**src/gated_counter_pkg.sv**
```systemverilog
// package of constants and types for the gated 16-bit counter core
package gated_counter_pkg;
   localparam int count_width = 16;
   localparam logic [15:0] count_reset = 16'h0000;
   localparam logic [15:0] count_max = 16'hffff;
   localparam logic [2:0] prescale_reset = 3'h0;
   localparam logic [1:0] source_instr = 2'h0;
   localparam logic [1:0] source_sys = 2'h1;
   localparam logic [1:0] source_ext = 2'h2;
   localparam logic [1:0] source_cap = 2'h3;
   localparam logic [15:0] fast_step = 16'h0004;
   localparam logic [15:0] unit_step = 16'h0001;
   localparam logic [1:0] instr_div_last = 2'h3;

   typedef enum logic [1:0] {
      mode_off = 2'b00,
      mode_always = 2'b01,
      mode_gated = 2'b10
   } run_mode_t;

   typedef struct packed {
      logic counter_on;
      logic gate_enable_mode;
      logic async_mode;
      logic [1:0] prescale_select;
      logic [1:0] clock_source_select;
   } counter_control_t;

   typedef struct packed {
      logic write_high;
      logic write_low;
      logic [7:0] data;
   } count_write_t;
endpackage

```
**src/gated_counter_core.sv**
```systemverilog
// gated 16-bit incrementing counter core with prescaler and overflow flag
`timescale 1ns/10ps
// Contract
// sixteen-bit counter, two eight-bit halves
// byte writes replace count immediately
// internal source counts every instruction cycle
// external source counts each rising edge
// on and gate mode choose off/always/gated
// wake only on external async overflow
// prescaler divides by 1, 2, 4, 8
// prescaler hidden, cleared on count write
// system clock source adds four per cycle
// sticky overflow flag, enabled interrupt request
module gated_counter_core
   import gated_counter_pkg::*;
(
   input wire logic clk,
   input wire logic rstn,
   input wire counter_control_t control,
   input wire count_write_t count_write,
   input wire logic ext_clock_pin,
   input wire logic gate_permit,
   input wire logic overflow_clear,
   input wire logic overflow_irq_enable,
   input wire logic sleeping,
   output logic [7:0] count_high_byte,
   output logic [7:0] count_low_byte,
   output logic overflow_flag,
   output logic overflow_irq,
   output logic wake_request
);
   logic [15:0] count;
   logic [2:0] prescale;
   logic [1:0] instr_div;
   logic ext_meta, ext_sync, ext_prev;
   logic gate_meta, gate_sync;
   logic count_enable, source_tick, prescale_done, step_now, wraps;
   logic [15:0] step;
   logic [16:0] next_sum;
   run_mode_t mode;

   function automatic logic [2:0] prescale_last(input logic [1:0] sel);
      prescale_last = 3'((4'h1 << sel) - 4'h1);
   endfunction

   // pins come from outside the clock domain
   always_ff @(posedge clk) begin
      if (!rstn) begin
         ext_meta <= 1'b0;
         ext_sync <= 1'b0;
         ext_prev <= 1'b0;
         gate_meta <= 1'b0;
         gate_sync <= 1'b0;
      end else begin
         ext_meta <= ext_clock_pin;
         ext_sync <= ext_meta;
         ext_prev <= ext_sync;
         gate_meta <= gate_permit;
         gate_sync <= gate_meta;
      end
   end

   // instruction cycle is four system clocks
   always_ff @(posedge clk) begin
      if (!rstn) begin
         instr_div <= 2'h0;
      end else begin
         instr_div <= instr_div + 2'h1;
      end
   end

   always_comb begin
      if (!control.counter_on) begin
         mode = mode_off;
      end else if (!control.gate_enable_mode) begin
         mode = mode_always;
      end else begin
         mode = mode_gated;
      end
   end

   assign count_enable = (mode == mode_always) || (mode == mode_gated && gate_sync);

   always_comb begin
      case (control.clock_source_select)
         source_instr: source_tick = (instr_div == instr_div_last);
         source_sys: source_tick = (instr_div == instr_div_last);
         source_ext, source_cap: source_tick = ext_sync && !ext_prev;
         default: source_tick = 1'b0;
      endcase
   end

   assign prescale_done = (prescale == prescale_last(control.prescale_select));
   assign step_now = count_enable && source_tick && prescale_done;
   // full-rate source: four counts per instruction cycle, loses two lsbs of resolution
   assign step = (control.clock_source_select == source_sys) ? fast_step : unit_step;
   assign next_sum = {1'b0, count} + {1'b0, step};
   assign wraps = step_now && next_sum[16];

   always_ff @(posedge clk) begin
      if (!rstn) begin
         prescale <= prescale_reset;
      end else if (count_write.write_high || count_write.write_low) begin
         prescale <= prescale_reset;
      end else if (count_enable && source_tick) begin
         prescale <= prescale_done ? prescale_reset : prescale + 3'h1;
      end
   end

   // write wins over a coincident increment
   always_ff @(posedge clk) begin
      if (!rstn) begin
         count <= count_reset;
      end else if (count_write.write_high || count_write.write_low) begin
         if (count_write.write_high) begin
            count[15:8] <= count_write.data;
         end
         if (count_write.write_low) begin
            count[7:0] <= count_write.data;
         end
      end else if (step_now) begin
         count <= next_sum[15:0];
      end
   end

   assign count_high_byte = count[15:8];
   assign count_low_byte = count[7:0];

   // set beats clear
   always_ff @(posedge clk) begin
      if (!rstn) begin
         overflow_flag <= 1'b0;
      end else if (wraps) begin
         overflow_flag <= 1'b1;
      end else if (overflow_clear) begin
         overflow_flag <= 1'b0;
      end
   end

   assign overflow_irq = overflow_flag && overflow_irq_enable;

   always_ff @(posedge clk) begin
      if (!rstn) begin
         wake_request <= 1'b0;
      end else begin
         wake_request <= sleeping && wraps && control.async_mode
                         && (control.clock_source_select == source_ext);
      end
   end

   // tick count kept apart from the prescaler, so a prescaler fault shows
   logic [2:0] ticks_seen;
   always_ff @(posedge clk) begin
      if (!rstn) begin
         ticks_seen <= 3'h0;
      end else if (count_write.write_high || count_write.write_low || step_now) begin
         ticks_seen <= 3'h0;
      end else if (count_enable && source_tick) begin
         ticks_seen <= ticks_seen + 3'h1;
      end
   end
endmodule

```
**config.mk**
```make
export PLATFORM = sky130hd
export DESIGN_NAME = gated_counter_core
export DESIGN_NICKNAME = d
export VERILOG_FILES = /design/src/gated_counter_pkg.sv /design/src/gated_counter_core.sv
export SDC_FILE = /design/constraint.sdc
export NUM_CORES = 1
export LEC_CHECK = 0
export BUFFER_PORTS_ARGS = -buffer_cell sky130_fd_sc_hd__buf_2
export CAP_MARGIN = 20
export CORE_UTILIZATION = 50
export CTS_BUF_LIST = sky130_fd_sc_hd__clkbuf_2
export DETAILED_ROUTE_END_ITERATION = 10
export PLACE_DENSITY = 0.77
export SKIP_LAST_GASP = 1
export SLEW_MARGIN = 40
export SYNTH_ARGS = -nofsm -noshare
export SYNTH_HDL_FRONTEND = slang
export SYNTH_SLANG_ARGS = --single-unit
```
**constraint.sdc**
```tcl
create_clock -name clk -period 3.4 [get_ports clk]
set_input_delay 0.17 -clock clk [delete_from_list [all_inputs] [get_ports clk]]
set_output_delay 0.17 -clock clk [all_outputs]
set_load 0.01 [all_outputs]
```
# Yosys cells after proc, flatten, opt, wreduce, memory -nomap -nowiden
# Index checks and enable logic that the tools add are counted.
# W data, S select, Z words.
[totals] ff_bits=28 input_bits=24 out_inout_bits=19 word_cells=57
[op_classes] n_addsub=4 eq_ne=9 shift=1 muxes=11 bitwise=1 n_reduce_logical=20
[op_table] cell="$mux W16" n=2
[op_table] cell="$add A16 B3 Y17" n=1
[op_table] cell="$mux W8" n=2
[op_table] cell="$logic_and A1 B1 Y1" n=9
[op_table] cell="$eq A2 B2 Y1 const B" n=4
[op_table] cell="$mux W3" n=2
[op_table] cell="$reduce_or A2 Y1" n=3
[op_table] cell="$eq A2 B1 Y1 const B" n=2
[op_table] cell="$mux W2" n=2
[op_table] cell="$ne A2 B2 Y1 const B" n=2
[op_table] cell="$reduce_and A2 Y1" n=2
[op_table] cell="$reduce_bool A2 Y1" n=2
[op_table] cell="$add A3 B1 Y3 const B" n=1
[op_table] cell="$eq A3 B3 Y1" n=1
[op_table] cell="$shl A1 B2 Y3 const A" n=1
[op_table] cell="$sub A3 B1 Y3 const B" n=1
[op_table] cell="$add A2 B1 Y2 const B" n=1
[op_table] cell="$logic_not A2 Y1" n=1
[op_table] cell="$logic_or A1 B1 Y1" n=2
[op_table] cell="$mux W1" n=2
[op_table] cell="$pmux W1 S2" n=1
[op_table] cell="$logic_not A1 Y1" n=1
[op_table] cell="$not A1 Y1" n=1

# Longest topological paths before layout
# Gate-level depths: netlist of the first run.
[logic_depth] depth_word=11 mapped_depth=8 mapped_depth_nobuf=8

# Worst setup path before layout of the first run
# OpenSTA, ideal clock, no wires.
[synth_timing] path_kind="reg-to-reg" start="register instr_div[0]" end="register count[8]" arrival_ps=1837 required_time_ps=3278 setup_slack_ps=1441 stages_incl_launch_ff=9 n_path_buf=2 period_less_slack_ps=1959 path_cell_list="dfxtp_1 ha_1 o21ai_0 a211o_1 buf_6 a211o_2 buf_2 o31a_1 o311a_1"
[synth_via] elab_chain_len=6
[synth_lines] element="from (decl)" line_no="gated_counter_core.sv:34" text="logic [1:0] instr_div;"
[synth_lines] element="from (signal assigned)" line_no="gated_counter_core.sv:68" text="instr_div <= instr_div + 2'h1;"
[synth_lines] element="$eq A2 B2 Y1" line_no="gated_counter_core.sv:86, gated_counter_core.sv:87"
[synth_lines] element="$pmux W1 S2" line_no="gated_counter_core.sv:85" text="case (control.clock_source_select)"
[synth_lines] element="$logic_and A1 B1 Y1"
[synth_lines] element="$logic_and A1 B1 Y1" line_no="gated_counter_core.sv:94" text="assign step_now = count_enable && source_tick && prescale_done;"
[synth_lines] element="$reduce_bool A2 Y1 (no source line)"
[synth_lines] element="$reduce_and A2 Y1 (no source line)"
[synth_lines] element="to (signal assigned)" line_no="gated_counter_core.sv:113" text="count <= count_reset;"
[synth_lines] element="to (signal assigned)" line_no="gated_counter_core.sv:116" text="count[15:8] <= count_write.data;"
[synth_lines] element="to (signal assigned)" line_no="gated_counter_core.sv:122" text="count <= next_sum[15:0];"
[synth_lines] element="to (decl)" line_no="gated_counter_core.sv:32" text="logic [15:0] count;"
# No other way between the ends.
# A chain may end at the register's enable or synchronous reset.

# Worst setup path after layout of the first run
[layout_timing] start="input port control[0] (netlist name)" end="register count[15]"
[layout_via] elab_chain_len=7 word_cells_on_any_way=15
[layout_lines] element="from (decl)" line_no="gated_counter_core.sv:19" text="input wire counter_control_t control,"
[layout_lines] element="parallel branches: the longest is 7 deep, another holds $add A16 B3 Y17"
# Parallel ways; which one is timed is not known. The select of a mux whose other input is x is not followed.

==> results of run 1 <==
[through the flow]
step           utilization (%)  hold slack, ps  cell area, um^2  std cells
5_1_grt                   63.7            4.50             1770        246
6_report                  63.7            47.9             1770        246
4_1_cts                   63.3            20.4             1760        245
3_3_place_gp              60.6             354             1690        238
3_5_place_dp              60.6             363             1690        238
2_1_floorplan                -             246             1490        175
[path summary, 6_finish.rpt]
| kind | to | slack [ps] |
|---|---|---|
| max reg2reg | count[14] | 1230 |
| min | wake_request | 50 |
| min reg2reg | instr_div[0] | 450 |
| max | count[15] | 1210 |
[cell usage after synthesis (3+ instances only)]
master	n	area share, %
a31oi_1	10	4.2
and2_1	8	3.4
o21ai_0	15	5.0
and3_1	3	1.3
nor2b_1	3	1.3
xnor2_1	3	1.8
clkbuf_1	7	1.8
inv_1	5	1.3
nand3_1	3	1.0
nand4_1	5	2.1
nand2b_1	4	1.7
ha_1	5	4.2
nor2_1	8	2.0
o311a_1	4	2.7
o41ai_1	3	1.8
dfxtp_1	28	38
o31ai_1	5	2.5
or4_1	3	1.5
nand2_1	19	4.8
[routing by layer]
layer  GRT usage, %  share of wire [%]
met3           3.23                4.0
met5              0                  0
met4           10.5                1.8
met2           37.5                 46
met1           33.2                 48
[flip-flops by register name (all words and copies together) (netlist names)]
signal         flops
ext_sync           1
wake_request       1
ext_meta           1
gate_sync          1
prescale           3
count             16
overflow_flag      1
ext_prev           1
instr_div          2
gate_meta          1
[what timing repair did]
item / CTS / global route
hold endpoints to repair: 3 / 1
hold buffers: 3 / 1
buffers inserted: 0 / 0
[power by group]
part,internal [mW],switching (mW)
Sequential,0.346,0.0168
Combinational,0.0462,0.0536
Clock,0.101,0.0992
[cell type report]
class                   instances  share of cell area [%]
multi-input cells             132                    48.4
flip-flops and latches         28                    31.7
repair buffers                 46                    14.1
well taps                      31                    2.19
clock inverters                 1                    1.70
inverters                       5                    1.06
clock buffers                   3                   0.848
[worst reg2reg max path, cell delays in order (launching register included)]
cell	delay, ps
dfxtp_1	400
ha_1	150
o21ai_0	80
a211o_1	360
a211o_2	420
or4_1	540
a31oi_1	180
[kinds of logic (layout without fill, tap and decap cells)]
family / after synthesis / after routing / share of synthesized area (%)
xor gates and xnor gates: 4 / 4 / 2.35
AOI/OAI and AO/OA: 54 / 54 / 25.9
and+or+nand+nor: 67 / 67 / 23.7
muxes: 2 / 2 / 1.34
adders and majority gates: 5 / 5 / 4.20
buffers and inverters: 15 / 55 / 4.87
DFF: 28 / 28 / 37.6
[layout by cell type, fill, tap and decap left out, types with 4 or more instances in the layout]
cell type | netlist | routed
nor2_1 | 8 | 8
dlygate4sd3_1 | 0 | 4
dfxtp_1 | 28 | 28
inv_1 | 5 | 5
o21ai_0 | 15 | 15
nand2b_1 | 4 | 4
and2_1 | 8 | 8
nand2_1 | 19 | 19
a31oi_1 | 10 | 10
ha_1 | 5 | 5
buf_2 | 1 | 42
o311a_1 | 4 | 4
o31ai_1 | 5 | 5
nand4_1 | 5 | 5
==> results.toml, run 1 <==
[setup_path]
timing.rr.start = "instr_div[0]"
path_depth = 10
worstPathRequired_ps = 3700
path_cells = "dlygate4sd3_1 -> buf_2 -> nand2b_1 -> inv_1 -> ha_1 -> a31oi_1 -> nor2_1 -> nand2_1 -> o311a_1 -> o221a_2"
crit_fanout = 6
r2r_cells = 6
cp_slowest_cell = "dlygate4sd3_1"
cp_data_arrival_time_ps = 2490
critPathLaunchType = "primary input"
end_kind = "flip-flop"
critPathKind = "in2reg"
crit_family = "compound AO/OA/AOI/OAI gates"
slowest_delay_ps = 530
cp_num_buf_inv = 3
crit_start = "control[0]"

[sta]
relSlewSlack_pct = 64.8
rsz0062_at_grt = "false"
fmax_ghz = 0.457
tightest_slew_ps = 523
setup_viol_count_final = 0
finalHoldViolations = 0
finalCritPeriodShare_pct = 64.4
fin_skew_ps = 7.08
fin_ws_ps = 1210
maxSlewViolCount = 0
setup_tns_ps = 0
fin_crit_ps = 2190

[pwr]
vdd_ir_drop_max_uv = 333
cellLeakagePower_nw = 0.746
powerDensity_mw_per_mm2 = 375
power.total_mw = 0.663

[grt]
grt-ovfl-total = 0
grt_usage_pct = 24.1
antenna_found_initial = 0
grt_max_degree = 29
grt_pass1_wl_um = 6190
grt_pass1_vias = 1389

[clock_network]
cts_htree_levels = 1
clockRootBuffer = "clkbuf_2"
post_cts_resized = 0
numCtsBuffers = 3
cts_sinks = 28
cts_tree = "done"
clk_pin_slew_ps = 260
clk_latency_ps = 360
clockBufferDepth = 2

[drt]
vias = 1488
ant_nets = 0
drc = 0
drt-pass1-iter-count = 4
first_iter_violations = 80
routedWlPerCell_um = 14.8
wl_um = 3630
via_per_inst = 6.05

[place]
portBuffers = 42
dp_slack_ps = 1270
post-dp-hpwl_um = 2670
place.gp.congestion = 0.826

[die]
die_w_um = 56.6
dieArea_mm2 = 0.00320
ioPinCount = 43
initial_core_util_pct = 53.6
rows = 19
die_h_um = 56.6
core_area_mm2 = 0.00278

[yosys]
yosysWarningCount = 0
ys_seq_elements = 28
synth_edf_count = 0
synthArstFlopShare_pct = 0
synth_cells = 175
synth_top_flop_cell = "dfxtp_1"
synth_area_per_cell_um2 = 8.52
synth_area_mm2 = 0.00149
ys_seq_area_share_pct = 37.6
syn_nets = 204
synthDistinctLibCells = 42

[min_path]
hold_depth = 3
hp-start = "sleeping"
hold_path_class = "in2reg"

[layout]
n_antenna_cell = 0
multi_input_area_um2 = 857
drive_gt1_share_pct = 23.7
regArea_um2 = 561
fill_cells = 244
nets = 245
area_delta_synth_final_pct = 18.8

[run_status]
status = "completed"

[run]
max-cap-violations = 0
Power figures use the tool's default switching activity.
==> run 2: changes to the inputs <==
--- a/config.mk
+++ b/config.mk
@@ -5,12 +5,13 @@
 export SDC_FILE = /design/constraint.sdc
 export NUM_CORES = 1
 export LEC_CHECK = 0
+export ABC_AREA = 1
 export BUFFER_PORTS_ARGS = -buffer_cell sky130_fd_sc_hd__buf_2
 export CAP_MARGIN = 20
 export CORE_UTILIZATION = 50
 export CTS_BUF_LIST = sky130_fd_sc_hd__clkbuf_2
 export DETAILED_ROUTE_END_ITERATION = 10
-export PLACE_DENSITY = 0.77
+export PLACE_DENSITY = 0.78
 export SKIP_LAST_GASP = 1
 export SLEW_MARGIN = 40
 export SYNTH_ARGS = -nofsm -noshare
==> constraint.sdc (replaced) <==
create_clock -name clk -period 1.8 [get_ports clk]
set_input_delay 0.09 -clock clk [delete_from_list [all_inputs] [get_ports clk]]
set_output_delay 0.09 -clock clk [all_outputs]
set_load 0.01 [all_outputs]
==> results.toml, run 2 <==
[setup_path]
path_cells = "ha_1 -> ha_1 -> nand2_1 -> nand2_2 -> nand2_2 -> nor2_2 -> nand2_1 -> nand2_1 -> a21oi_1 -> nor2_1 -> nor2_1"
slowest_delay_ps = 400
critPathLaunchType = "flip-flop"
worstPathRequired_ps = 2140
critPathMostFrequentCell = "nand2_1"
critPathKind = "reg2reg"
r2r_cells = 11
crit_fanout = 5
end_kind = "flip-flop"
cp_slowest_cell = "dfxtp_2"
cp_data_arrival_time_ps = 1990

[die]
initial_core_util_pct = 53.6
rows = 21
ioPinCount = 43
die_h_um = 62.5
core_area_mm2 = 0.00342
die_w_um = 62.5
dieArea_mm2 = 0.00390

[yosys]
synth_common_cells = "nand2_1 (96), nor2_1 (58), inv_1 (39)"
ys_seq_area_share_pct = 30.6
synth_cells = 305
synth_most_common_cell = "nand2_1"
synthArstFlopShare_pct = 0
synthSimpleGateAreaFrac_pct = 47.0
yosysTopAreaCellShare_pct = 30.6
ys_seq_elements = 28
synth_area_mm2 = 0.00183
synth_top_area_cell = "dfxtp_1"
synth_area_per_cell_um2 = 6.00
yosys-top-cells-area = "dfxtp_1 (31%), nand2_1 (20%), nor2_1 (12%)"
synth_compound_area_share_pct = 6.43
synth_top_flop_cell = "dfxtp_1"
synthAdderAreaFrac_pct = 3.42
syn_nets = 334
synthDistinctLibCells = 25
yosysWarningCount = 0
synthXorXnorAreaFrac_pct = 1.44
synth_top_family_by_area = "simple AND/OR/NAND/NOR gates"
synth_mux_area_share_pct = 0
synth_edf_count = 0

[min_path]
hold_path_class = "in2reg"
hold_depth = 5

[sta]
rsz0062_at_grt = "true"
fmax_ghz = 0.607
maxSlewViolCount = 0
finalHoldViolations = 0
fin_crit_ps = 1650
setup_viol_count_final = 0
tightest_slew_ps = 317
finalCritPeriodShare_pct = 91.5
fin_skew_ps = 17.1
relSlewSlack_pct = 78.9
setup_tns_ps = 0

[pwr]
powerDensity_mw_per_mm2 = 624
vdd_ir_drop_max_uv = 335
cellLeakagePower_nw = 1.17

[grt]
grt-ovfl-total = 0
grt_pass1_wl_um = 7840
grt.busiest_layer = "met2"
grt_usage_pct = 24.9
antenna_found_initial = 0
grt_max_degree = 24
use_met3_pct = 3.83
grt_util_met2_pct = 41.3
grt_pass1_vias = 1803
use_met1_pct = 32.3

[clock_network]
cts_sinks = 28
cts_htree_levels = 1
numCtsBuffers = 3
cts_tree = "done"
clockRootBuffer = "clkbuf_2"
clk_latency_ps = 390
clk_pin_slew_ps = 290
clockBufferDepth = 2

[layout]
final_cells = 403
fill_cells = 334
largest_register_ffs = 16
nets = 387
multi_input_area_mm2 = 0.00107
drive_gt1_share_pct = 19.9
top_register = "count"
layout_commonest_cell = "nand2_1"
n_antenna_cell = 0
final_cell_mix = "nand2_1 (95), nor2_1 (57), buf_2 (42)"
largestRegisters = "count (16), prescale (3), instr_div (2)"
area_delta_synth_final_pct = 21.1
regArea_um2 = 562

[place]
portBuffers = 42
post-dp-hpwl_um = 3360
place.gp.congestion = 0.838
dp.cells = 392

[drt]
vias = 1992
ant_nets = 0
routedWlPerCell_um = 11.4
first_iter_violations = 92
via_per_inst = 4.94
wl_um = 4600
drt-pass1-iter-count = 4
drc = 0

[run]
max-cap-violations = 0

[run_status]
status = "completed"
[run 2: final timing paths]
| path | start | end | slack (ps) |
|---|---|---|---|
| setup reg to reg | count[0] | count[12] | 150 |
| hold / removal | count_write[3] | count[3] | 9 |
| hold reg to reg | ext_meta | ext_sync | 440 |
| setup / recovery | count[0] | count[12] | 150 |
[run 2: cells by family after synthesis]
group / after synthesis
AO/OA/AOI/OAI: 23
buffers and inverters: 50
adder cells (fa/ha/maj): 5
AND/OR/NAND/NOR: 196
XOR/XNOR: 3
flip-flops: 28
[run 2: where the power goes]
part / leakage, nW / total [mW] / internal [mW] / switching, mW
registers: 0.231 / 0.695 / 0.659 / 0.0365
clock network: 0.0266 / 0.392 / 0.191 / 0.201
logic: 0.914 / 0.295 / 0.121 / 0.174
total: 1.17 / 1.38 / 0.970 / 0.412
[run 2: stage by stage]
stage          hold WS [ps]  setup WS [ps]  area (um^2)  util [%]  total power, mW
2_1_floorplan           188            281         1830         -            0.883
3_3_place_gp            270            185         2100      61.4            0.980
3_5_place_dp            276            112         2100      61.4            0.985
4_1_cts                10.8           18.0         2200      64.5             1.38
5_1_grt                10.9           5.70         2220      64.9             1.47
6_report               8.84            153         2220      64.9             1.38
[run 2: critical path, delay by kind of cell (launching register included)]
family,cells,cell delay [ps]
flip-flops,1,400
adder cells (fa/ha/maj),2,420
AND/OR/NAND/NOR,8,660
AO/OA/AOI/OAI,1,120
[run 2: layer usage]
layer  part of all wire (%)  wire length, um
met1                     46             2130
met2                     45             2070
met3                    7.2              333
met4                    1.5               68
met5                      0                0
[run 2: final cells by class]
cell class	instances	area share (%)
Clock buffer	3	0.678
Inverter	44	7.45
Multi-Input combinational cell	227	48.3
Clock inverter	1	1.36
Sequential cell	28	25.4
Timing Repair Buffer	54	14.2
Tap cell	46	2.60
[run 2: timing repair]
| action | in CTS | in global routing |
|---|---|---|
| gates resized for setup | 0 | 4 |
| endpoints found under the setup margin | 0 | 5 |
| setup buffers | 0 | 1 |
| hold buffers | 6 | 0 |
| endpoints found under the hold margin | 5 | 0 |
